## config.mk

```make
export PLATFORM = sky130hd
export DESIGN_NAME = bcs_sequencer
export DESIGN_NICKNAME = d
export VERILOG_FILES = /design/src/bcs_sequencer.v
export VERILOG_INCLUDE_DIRS = /design/src
export SDC_FILE = /design/constraint.sdc
export NUM_CORES = 1
export LEC_CHECK = 0
export BUFFER_PORTS_ARGS = -buffer_cell sky130_fd_sc_hd__buf_2
export CAP_MARGIN = 30
export CORE_MARGIN = 8
export CORE_UTILIZATION = 31
export CTS_CLUSTER_SIZE = 12
export DETAILED_ROUTE_END_ITERATION = 10
export HOLD_SLACK_MARGIN = 0.03
export PLACE_DENSITY_LB_ADDON = 0.15
export SETUP_SLACK_MARGIN = 0.15
export SYNTH_ARGS = -nofsm -noshare
export SYNTH_HDL_FRONTEND = slang
export SYNTH_SLANG_ARGS = --single-unit
```

## constraint.sdc

```tcl
create_clock -name ref_clk -period 3.72 [get_ports ref_clk]
set_clock_uncertainty 0.15 [all_clocks]
set_input_delay 0.744 -clock ref_clk [delete_from_list [all_inputs] [get_ports ref_clk]]
set_output_delay 0.744 -clock ref_clk [all_outputs]
set_load 0.1 [all_outputs]
```

## src/bcs_regs.vh

```
// constants and timing for the battery charge sequencer
// Operation
// drained cell in window: slow preformation charge
// green blinks first ten preformation minutes
// still low after ten minutes: red blinks
// reference reached: fast charge, green blinks
// fast charge needs battery voltage window
// fast charge needs temperature sensor window
// slope detection suppressed first five minutes
// only drop detection during formation phase
// temperature checked in every charge phase
// slope or drop ends fast charge
// top-off follows at quarter rate
// trickle at one 256th afterwards
// low-cost: drop ends top-off, trickle sixteenth
// others: no drop check, full top-off
// two-LED indicator table
// preformation variant indicator table
// four-output variant indicator table
// all durations derived from oscillator ticks
// low-cost restarts only on reinsertion
// low-cost skips top-off phase
// blink from fixed oscillator division
`ifndef BCS_REGS_VH
`define BCS_REGS_VH
`define BCS_CLK_HZ 40000000
`define BCS_OSC_HZ 800
`define BCS_OSC_DIV (`BCS_CLK_HZ / `BCS_OSC_HZ)
`define BCS_FORM_MIN 5
`define BCS_PREF_MIN 10
`define BCS_TOPOFF_MIN 20
`define BCS_MIN_TICKS (60 * `BCS_OSC_HZ)
`define BCS_BLINK_TICKS 400
`define BCS_VAR_LOWCOST 2'h0
`define BCS_VAR_STD 2'h1
`define BCS_VAR_PREF 2'h2
`define BCS_VAR_FOUR 2'h3
`define BCS_RATE_OFF 3'h0
`define BCS_RATE_FAST 3'h1
`define BCS_RATE_QUARTER 3'h2
`define BCS_RATE_SIXTEENTH 3'h3
`define BCS_RATE_TRICKLE 3'h4
`define BCS_RATE_PREF 3'h5
`endif

```

## src/bcs_sequencer.v

```verilog
// charge sequencer: phase state machine, phase timers and indicator drive
`include "bcs_regs.vh"
module bcs_sequencer #(
  parameter [1:0] VARIANT = `BCS_VAR_STD,
  parameter OSC_DIV = `BCS_OSC_DIV,
  parameter FORM_TICKS = `BCS_FORM_MIN * `BCS_MIN_TICKS,
  parameter PREF_TICKS = `BCS_PREF_MIN * `BCS_MIN_TICKS,
  parameter TOPOFF_TICKS = `BCS_TOPOFF_MIN * `BCS_MIN_TICKS,
  parameter BLINK_TICKS = `BCS_BLINK_TICKS
) (
  input wire ref_clk,
  input wire arst_n,
  input wire power_on_pulse,
  input wire batt_above_min,
  input wire batt_below_max,
  input wire batt_below_pref,
  input wire temp_above_tmax,
  input wire temp_below_limit,
  input wire slope_plausible,
  input wire drop_detected,
  input wire batt_fault,
  output reg [2:0] charge_rate,
  output reg red_indicator,
  output reg green_indicator,
  output reg status_output_three,
  output reg status_output_four,
  output reg formation_active,
  output reg drop_enable,
  output reg slope_enable
);
  localparam [6:0] S_IDLE = 7'h01;
  localparam [6:0] S_PREF = 7'h02;
  localparam [6:0] S_FAST = 7'h04;
  localparam [6:0] S_TOPOFF = 7'h08;
  localparam [6:0] S_TRICKLE = 7'h10;
  localparam [6:0] S_TEMP = 7'h20;
  localparam [6:0] S_FAIL = 7'h40;
  // terminal counts are worked out wide, then cut to the counter widths on purpose
  localparam integer DIV_LAST_W = OSC_DIV - 1;
  localparam integer BLINK_LAST_W = BLINK_TICKS - 1;
  localparam [15:0] DIV_LAST = DIV_LAST_W[15:0];
  // phase timer must hold the twenty-minute top-off count at the oscillator rate
  localparam [19:0] TIMER_ZERO = 20'h00000;
  localparam [19:0] TIMER_MAX = 20'hfffff;
  localparam [9:0] BLINK_LAST = BLINK_LAST_W[9:0];

  reg [6:0] state;
  reg [6:0] next_state;
  reg [15:0] div_cnt;
  reg osc_tick;
  reg [9:0] blink_cnt;
  reg blink;
  reg [19:0] phase_timer;
  reg [2:0] next_rate;
  reg next_red;
  reg next_green;
  reg next_three;
  reg next_four;
  reg pref_late;
  reg seen_insert;
  reg early_temp;
  reg batt_present_d;

  wire batt_in_window = batt_above_min & batt_below_max;
  wire temp_ok = temp_above_tmax & temp_below_limit;
  wire has_pref = (VARIANT == `BCS_VAR_PREF) || (VARIANT == `BCS_VAR_FOUR);
  wire low_cost = (VARIANT == `BCS_VAR_LOWCOST);
  wire insert_edge = batt_in_window & ~batt_present_d;
  // power-on restart ignored in low-cost part
  wire restart = insert_edge | (power_on_pulse & ~low_cost);
  wire form_done = phase_timer >= FORM_TICKS;

  // fast-charge decode shared by the formation and detector enables
  function is_fast;
    input [6:0] s;
    begin
      is_fast = (s == S_FAST);
    end
  endfunction

  // one-tick-per-oscillator-period enable, every duration counts these
  always @(posedge ref_clk or negedge arst_n) begin
    if (!arst_n) begin
      div_cnt <= 16'h0000;
      osc_tick <= 1'b0;
    end else if (div_cnt == DIV_LAST) begin
      div_cnt <= 16'h0000;
      osc_tick <= 1'b1;
    end else begin
      div_cnt <= div_cnt + 16'h0001;
      osc_tick <= 1'b0;
    end
  end

  // even duty blink from a fixed oscillator division
  always @(posedge ref_clk or negedge arst_n) begin
    if (!arst_n) begin
      blink_cnt <= 10'h000;
      blink <= 1'b0;
    end else if (osc_tick) begin
      if (blink_cnt == BLINK_LAST) begin
        blink_cnt <= 10'h000;
        blink <= ~blink;
      end else begin
        blink_cnt <= blink_cnt + 10'h001;
      end
    end
  end

  always @* begin
    next_state = state;
    case (state)
      S_IDLE: begin
        if (restart) begin
          if (!temp_ok) begin
            next_state = S_TEMP;
          end else if (has_pref && batt_below_pref) begin
            next_state = S_PREF;
          end else begin
            next_state = S_FAST;
          end
        end
      end
      S_PREF: begin
        if (!temp_ok) begin
          next_state = S_TEMP;
        end else if (!batt_below_pref) begin
          next_state = S_FAST;
        end
      end
      S_FAST: begin
        if (!temp_ok) begin
          next_state = S_TEMP;
        end else if (batt_fault) begin
          next_state = S_FAIL;
        end else if (drop_detected || (form_done && slope_plausible)) begin
          // drop always armed, slope only after formation
          next_state = low_cost ? S_TRICKLE : S_TOPOFF;
        end
      end
      S_TOPOFF: begin
        if (!temp_ok) begin
          next_state = S_TEMP;
        end else if (phase_timer >= TOPOFF_TICKS) begin
          next_state = S_TRICKLE;
        end else if (low_cost && drop_detected) begin
          next_state = S_TRICKLE;
        end
      end
      S_TRICKLE: begin
        if (!temp_ok) begin
          next_state = S_TEMP;
        end
      end
      S_TEMP: begin
        if (temp_ok) begin
          next_state = S_IDLE;
        end
      end
      S_FAIL: next_state = S_FAIL;
      default: next_state = S_IDLE;
    endcase
    // removal of the battery always drops back to waiting for insertion
    if (!batt_in_window && state != S_IDLE) begin
      next_state = S_IDLE;
    end
    if (restart && state != S_IDLE) begin
      next_state = S_IDLE;
    end
  end

  // temperature fault caught before the first charge start gives its own pattern, except in the four-output variant
  always @(posedge ref_clk or negedge arst_n) begin
    if (!arst_n) begin
      state <= S_IDLE;
      batt_present_d <= 1'b0;
      phase_timer <= TIMER_ZERO;
      pref_late <= 1'b0;
      seen_insert <= 1'b0;
      early_temp <= 1'b0;
    end else begin
      state <= next_state;
      batt_present_d <= batt_in_window;
      if (next_state != state) begin
        phase_timer <= TIMER_ZERO;
      end else if (osc_tick && phase_timer != TIMER_MAX) begin
        phase_timer <= phase_timer + 20'h00001;
      end
      if (state != S_PREF) begin
        pref_late <= 1'b0;
      end else if (phase_timer >= PREF_TICKS) begin
        pref_late <= 1'b1;
      end
      if (next_state == S_FAST || next_state == S_PREF) begin
        seen_insert <= 1'b1;
      end else if (!batt_in_window) begin
        seen_insert <= 1'b0;
      end
      if (next_state == S_TEMP && state == S_IDLE && !seen_insert) begin
        early_temp <= 1'b1;
      end else if (next_state != S_TEMP) begin
        early_temp <= 1'b0;
      end
    end
  end

  // charge rate decoded from the present state
  always @* begin
    next_rate = `BCS_RATE_OFF;
    case (state)
      S_PREF: begin
        next_rate = `BCS_RATE_PREF;
      end
      S_FAST: begin
        next_rate = `BCS_RATE_FAST;
      end
      S_TOPOFF: begin
        next_rate = `BCS_RATE_QUARTER;
      end
      S_TRICKLE: begin
        next_rate = low_cost ? `BCS_RATE_SIXTEENTH : `BCS_RATE_TRICKLE;
      end
      default: begin
        next_rate = `BCS_RATE_OFF;
      end
    endcase
  end

  // indicator pattern per variant; all dark unless the state lights one
  always @* begin
    next_red = 1'b0;
    next_green = 1'b0;
    next_three = 1'b0;
    next_four = 1'b0;
    if (VARIANT == `BCS_VAR_FOUR) begin
      case (state)
        S_PREF: begin
          next_red = pref_late ? blink : 1'b0;
        end
        S_FAST: begin
          next_three = blink;
        end
        S_TOPOFF: begin
          next_green = 1'b1;
          next_four = 1'b1;
        end
        S_TRICKLE: begin
          next_green = 1'b1;
        end
        S_TEMP: begin
          next_red = blink;
        end
        S_FAIL: begin
          next_red = blink;
        end
        default: begin
          next_green = 1'b0;
        end
      endcase
    end else if (VARIANT == `BCS_VAR_PREF) begin
      case (state)
        S_PREF: begin
          next_green = pref_late ? 1'b0 : blink;
          next_red = pref_late ? blink : 1'b0;
        end
        S_FAST: begin
          next_green = blink;
        end
        S_TOPOFF: begin
          next_green = 1'b1;
        end
        S_TRICKLE: begin
          next_green = 1'b1;
        end
        S_TEMP: begin
          next_red = 1'b1;
          next_green = early_temp ? blink : 1'b0;
        end
        S_FAIL: begin
          next_red = blink;
        end
        default: begin
          next_green = 1'b0;
        end
      endcase
    end else begin
      case (state)
        S_IDLE: begin
          next_green = 1'b1;
        end
        S_FAST: begin
          next_green = blink;
        end
        S_TOPOFF: begin
          next_green = 1'b1;
        end
        S_TRICKLE: begin
          next_green = 1'b1;
        end
        S_TEMP: begin
          next_red = ~early_temp;
          next_green = early_temp ? blink : 1'b0;
        end
        S_FAIL: begin
          next_red = blink;
        end
        default: begin
          next_green = 1'b0;
        end
      endcase
    end
  end

  // outputs registered from the present state
  always @(posedge ref_clk or negedge arst_n) begin
    if (!arst_n) begin
      charge_rate <= `BCS_RATE_OFF;
      red_indicator <= 1'b0;
      green_indicator <= 1'b0;
      status_output_three <= 1'b0;
      status_output_four <= 1'b0;
      formation_active <= 1'b0;
      drop_enable <= 1'b0;
      slope_enable <= 1'b0;
    end else begin
      formation_active <= is_fast(state) && !form_done;
      slope_enable <= is_fast(state) && form_done;
      drop_enable <= is_fast(state) || (low_cost && state == S_TOPOFF);
      charge_rate <= next_rate;
      red_indicator <= next_red;
      green_indicator <= next_green;
      status_output_three <= next_three;
      status_output_four <= next_four;
    end
  end
endmodule // bcs_sequencer

```

==> metrics.txt <==
status finished clean; Setup CP Type register to register; CTS Hold Bufs 0; R2R depth 7; CTS tree done; global-route wire length before repair about 14000 um; fin area approximately 4300 um^2; CP Data Arrival Time 3.23 ns; Yosys reg bits 66; RSZ-0062 raised after global routing no; cts repair resizes 0; Async SR Flop Fraction 100%; min-delay worst type register to register; CTS clk-pin slew, worst paths 0.06 ns; Vias 2802; GRT Resource Usage Total approximately 11%; end of the critical path phase_timer[12]; final setup vio count 0; setup_tns 0 ns; ys flop type dfrtp_1; initial core utilization 31.2%; Root Driver clkbuf_16; Required @ worst endpoint about 3.8 ns; Period Utilization, post-route 85.7%; Worst setup EP type register; min Tclk post-route between 3 and 4 ns; final hold viol count 0; Setup crit start kind register; Layout Nets 407; Seq/Total Area, Yosys 44.6%; slew of the pin with the lowest slew margin 0.810 ns; Die Width 125 um; Mapped Cells ~380; # IOs 21; drt drc 0; Max-cap violations 0; Die Span Y 125 um; leak pwr 1.79 nW; achievable frequency 313 MHz; clk sinks 66; RD Place Congestion ~0.85; initial antenna violation count 0; Total Routed Length between 8000 and 9000 um; DIE AREA 15700 um^2; largest net degree at the start of global routing 35; core area 11900 um^2; FF+latch area 1650 um^2; area of the multi-input gates 1890 um^2; count of final max-slew check failures 0; reg2reg start state[4]; share of cells above drive strength 1 between 15 and 20%; Slew headroom 46.0%; largest buffer count on any clock path 2; total gr overflow 0; syn avg cell area roughly 9.9 um^2; Yosys Warn Count 0; vias in the first global route 2897; Ant. Diodes 0; Fill cells 1178; DRT Pass-1 Iters 4; # rows 40; clk_lat worst skew 0.33 ns; FF-to-FF End phase_timer[12]; First DRT Iteration DRCs roughly 150; via/cell ratio a little over 5; detailed placement HPWL 5870 um; CP Launch Point state[4]; Area after DPL 3920 um^2; Final ANT Viol Nets 0; Worst R2R Setup Slack 0.53 ns; Cell Area, Synth about 3700 um^2; Syn-to-layout area delta 14.9%; H-tree depth 3; Post-CTS Setup Inserts 0; Hold Startpoint div_cnt[0]; Netlist cell types 57; CTS Buf Count 9; Post-synth EDFFs 0; Wirelength per Cell between 15 and 20 um; power density cells between 500 and 600 nW/um^2; Buffers on Ports 18; Peak VDD IR 0.372 mV; worst-path fanout max 20
[report_power, final]
part | total, mW | switching [mW] | internal (mW)
combinational | 0.527 | 0.388 | 0.138
sequential | 0.778 | 0.0297 | 0.748
clock | 0.939 | 0.313 | 0.626
total | 2.24 | 0.731 | 1.51
[registers in the layout (all words and copies together), names as in the netlist]
| name | count |
|---|---|
| phase_timer | 20 |
| blink | 1 |
| blink_cnt | 10 |
| osc_tick | 1 |
| formation_active | 1 |
| state | 7 |
| seen_insert | 1 |
| div_cnt | 16 |
| slope_enable | 1 |
| charge_rate | 3 |
| red_indicator | 1 |
| early_temp | 1 |
| green_indicator | 1 |
| drop_enable | 1 |
| batt_present_d | 1 |
[placed cells by master (no fill, tap or decap), types with 3 or more instances in the layout]
cell type	count
nand4_1	13
xnor2_1	19
nor3_1	16
xor2_1	22
o21ai_0	13
a31oi_1	4
clkbuf_16	9
ha_1	4
buf_4	5
buf_2	18
dfrtp_1	65
and2_1	4
nor2_1	33
nor4_2	20
nor2b_1	4
inv_1	11
nand3_1	19
a21oi_1	12
a21o_1	3
or3_1	5
and3_1	5
nand2_1	34
nor4_1	8
[metrics by stage]
step / hold WS (ns) / power (mW) / std cells / setup WS [ns] / util [%]
final: 0.329 / 2.24 / 544 / 0.530 / 35.9
after global placement: 0.321 / 1.32 / 528 / 0.608 / 33.0
after CTS: 0.332 / 2.28 / 544 / 0.532 / 35.9
after detailed placement: 0.324 / 1.32 / 528 / 0.526 / 33.0
after floorplan: 0.296 / 1.21 / 376 / 0.899 / -
after global routing: 0.351 / 2.35 / 544 / 0.374 / 35.9
[kinds of logic after synthesis]
group           after synthesis  synth area share (%)
xor+xnor                     41                  9.69
buf+inv                      30                  4.59
fa+ha+maj                     4                  1.35
flops                        66                  44.6
compound gates               52                  10.0
simple gates                178                  28.8
mux                           3                 0.844
other cells                   1                 0.101
[cell type report]
class                           instances  share of cell area (%)
Sequential cell                        66                    38.8
Tap cell                              147                    4.32
Clock inverter                          5                    2.00
Multi-Input combinational cell        280                    44.5
Clock buffer                           11                    5.94
Timing Repair Buffer                   24                    3.47
Inverter                               11                   0.970
[routing by layer]
metal  vias to the layer above  part of all wire, %  wire length (um)  track usage (%)
met4                         0                  1.5               125             4.30
met5                         -                    0                 0                0
li1                       1382                    -                 -                -
met3                         6                  4.6               375             3.31
met1                      1354                   48              3950             14.4
met2                        60                   46              3760             17.5
[critical path, cell delays in order (launching register included)]
cell and delay [ns]:
dfrtp_1 0.53, or4b_1 0.57, or2_1 0.33, or4_4 0.52, a21oi_4 0.16, o21a_4 0.17
a211o_2 0.52, nor4_2 0.09
[synth_stat cells, types with 3 or more instances]
library cell   n  share of area, %
xnor2_1       19               4.5
buf_2          4              0.54
nand4_1       13               2.2
inv_1         11               1.1
a21oi_1       12               1.6
clkbuf_1       6              0.61
nor2_1        33               3.3
and3_1         5              0.84
ha_1           4               1.4
a21o_1         3              0.61
o21ai_0       13               1.8
nor3_1        16               2.2
nor4_1         8               1.4
nor4_2        20               6.8
a31oi_1        4              0.68
or3_1          5              0.84
xor2_1        22               5.2
dfrtp_1       65                44
nand3_1       19               2.6
and2_1         4              0.68
nand2_1       34               3.4
buf_6          5               1.5
buf_4          4              0.81
nor2b_1        4              0.68
[worst min path at each step]
stage                           to  depth (start not counted)
floorplan           batt_present_d                          0
global placement        div_cnt[0]                          1
detailed placement      div_cnt[0]                          1
CTS                     div_cnt[0]                          1
global route          blink_cnt[9]                          1
finish                  div_cnt[0]                          1
(Power assumes the default switching activity.)
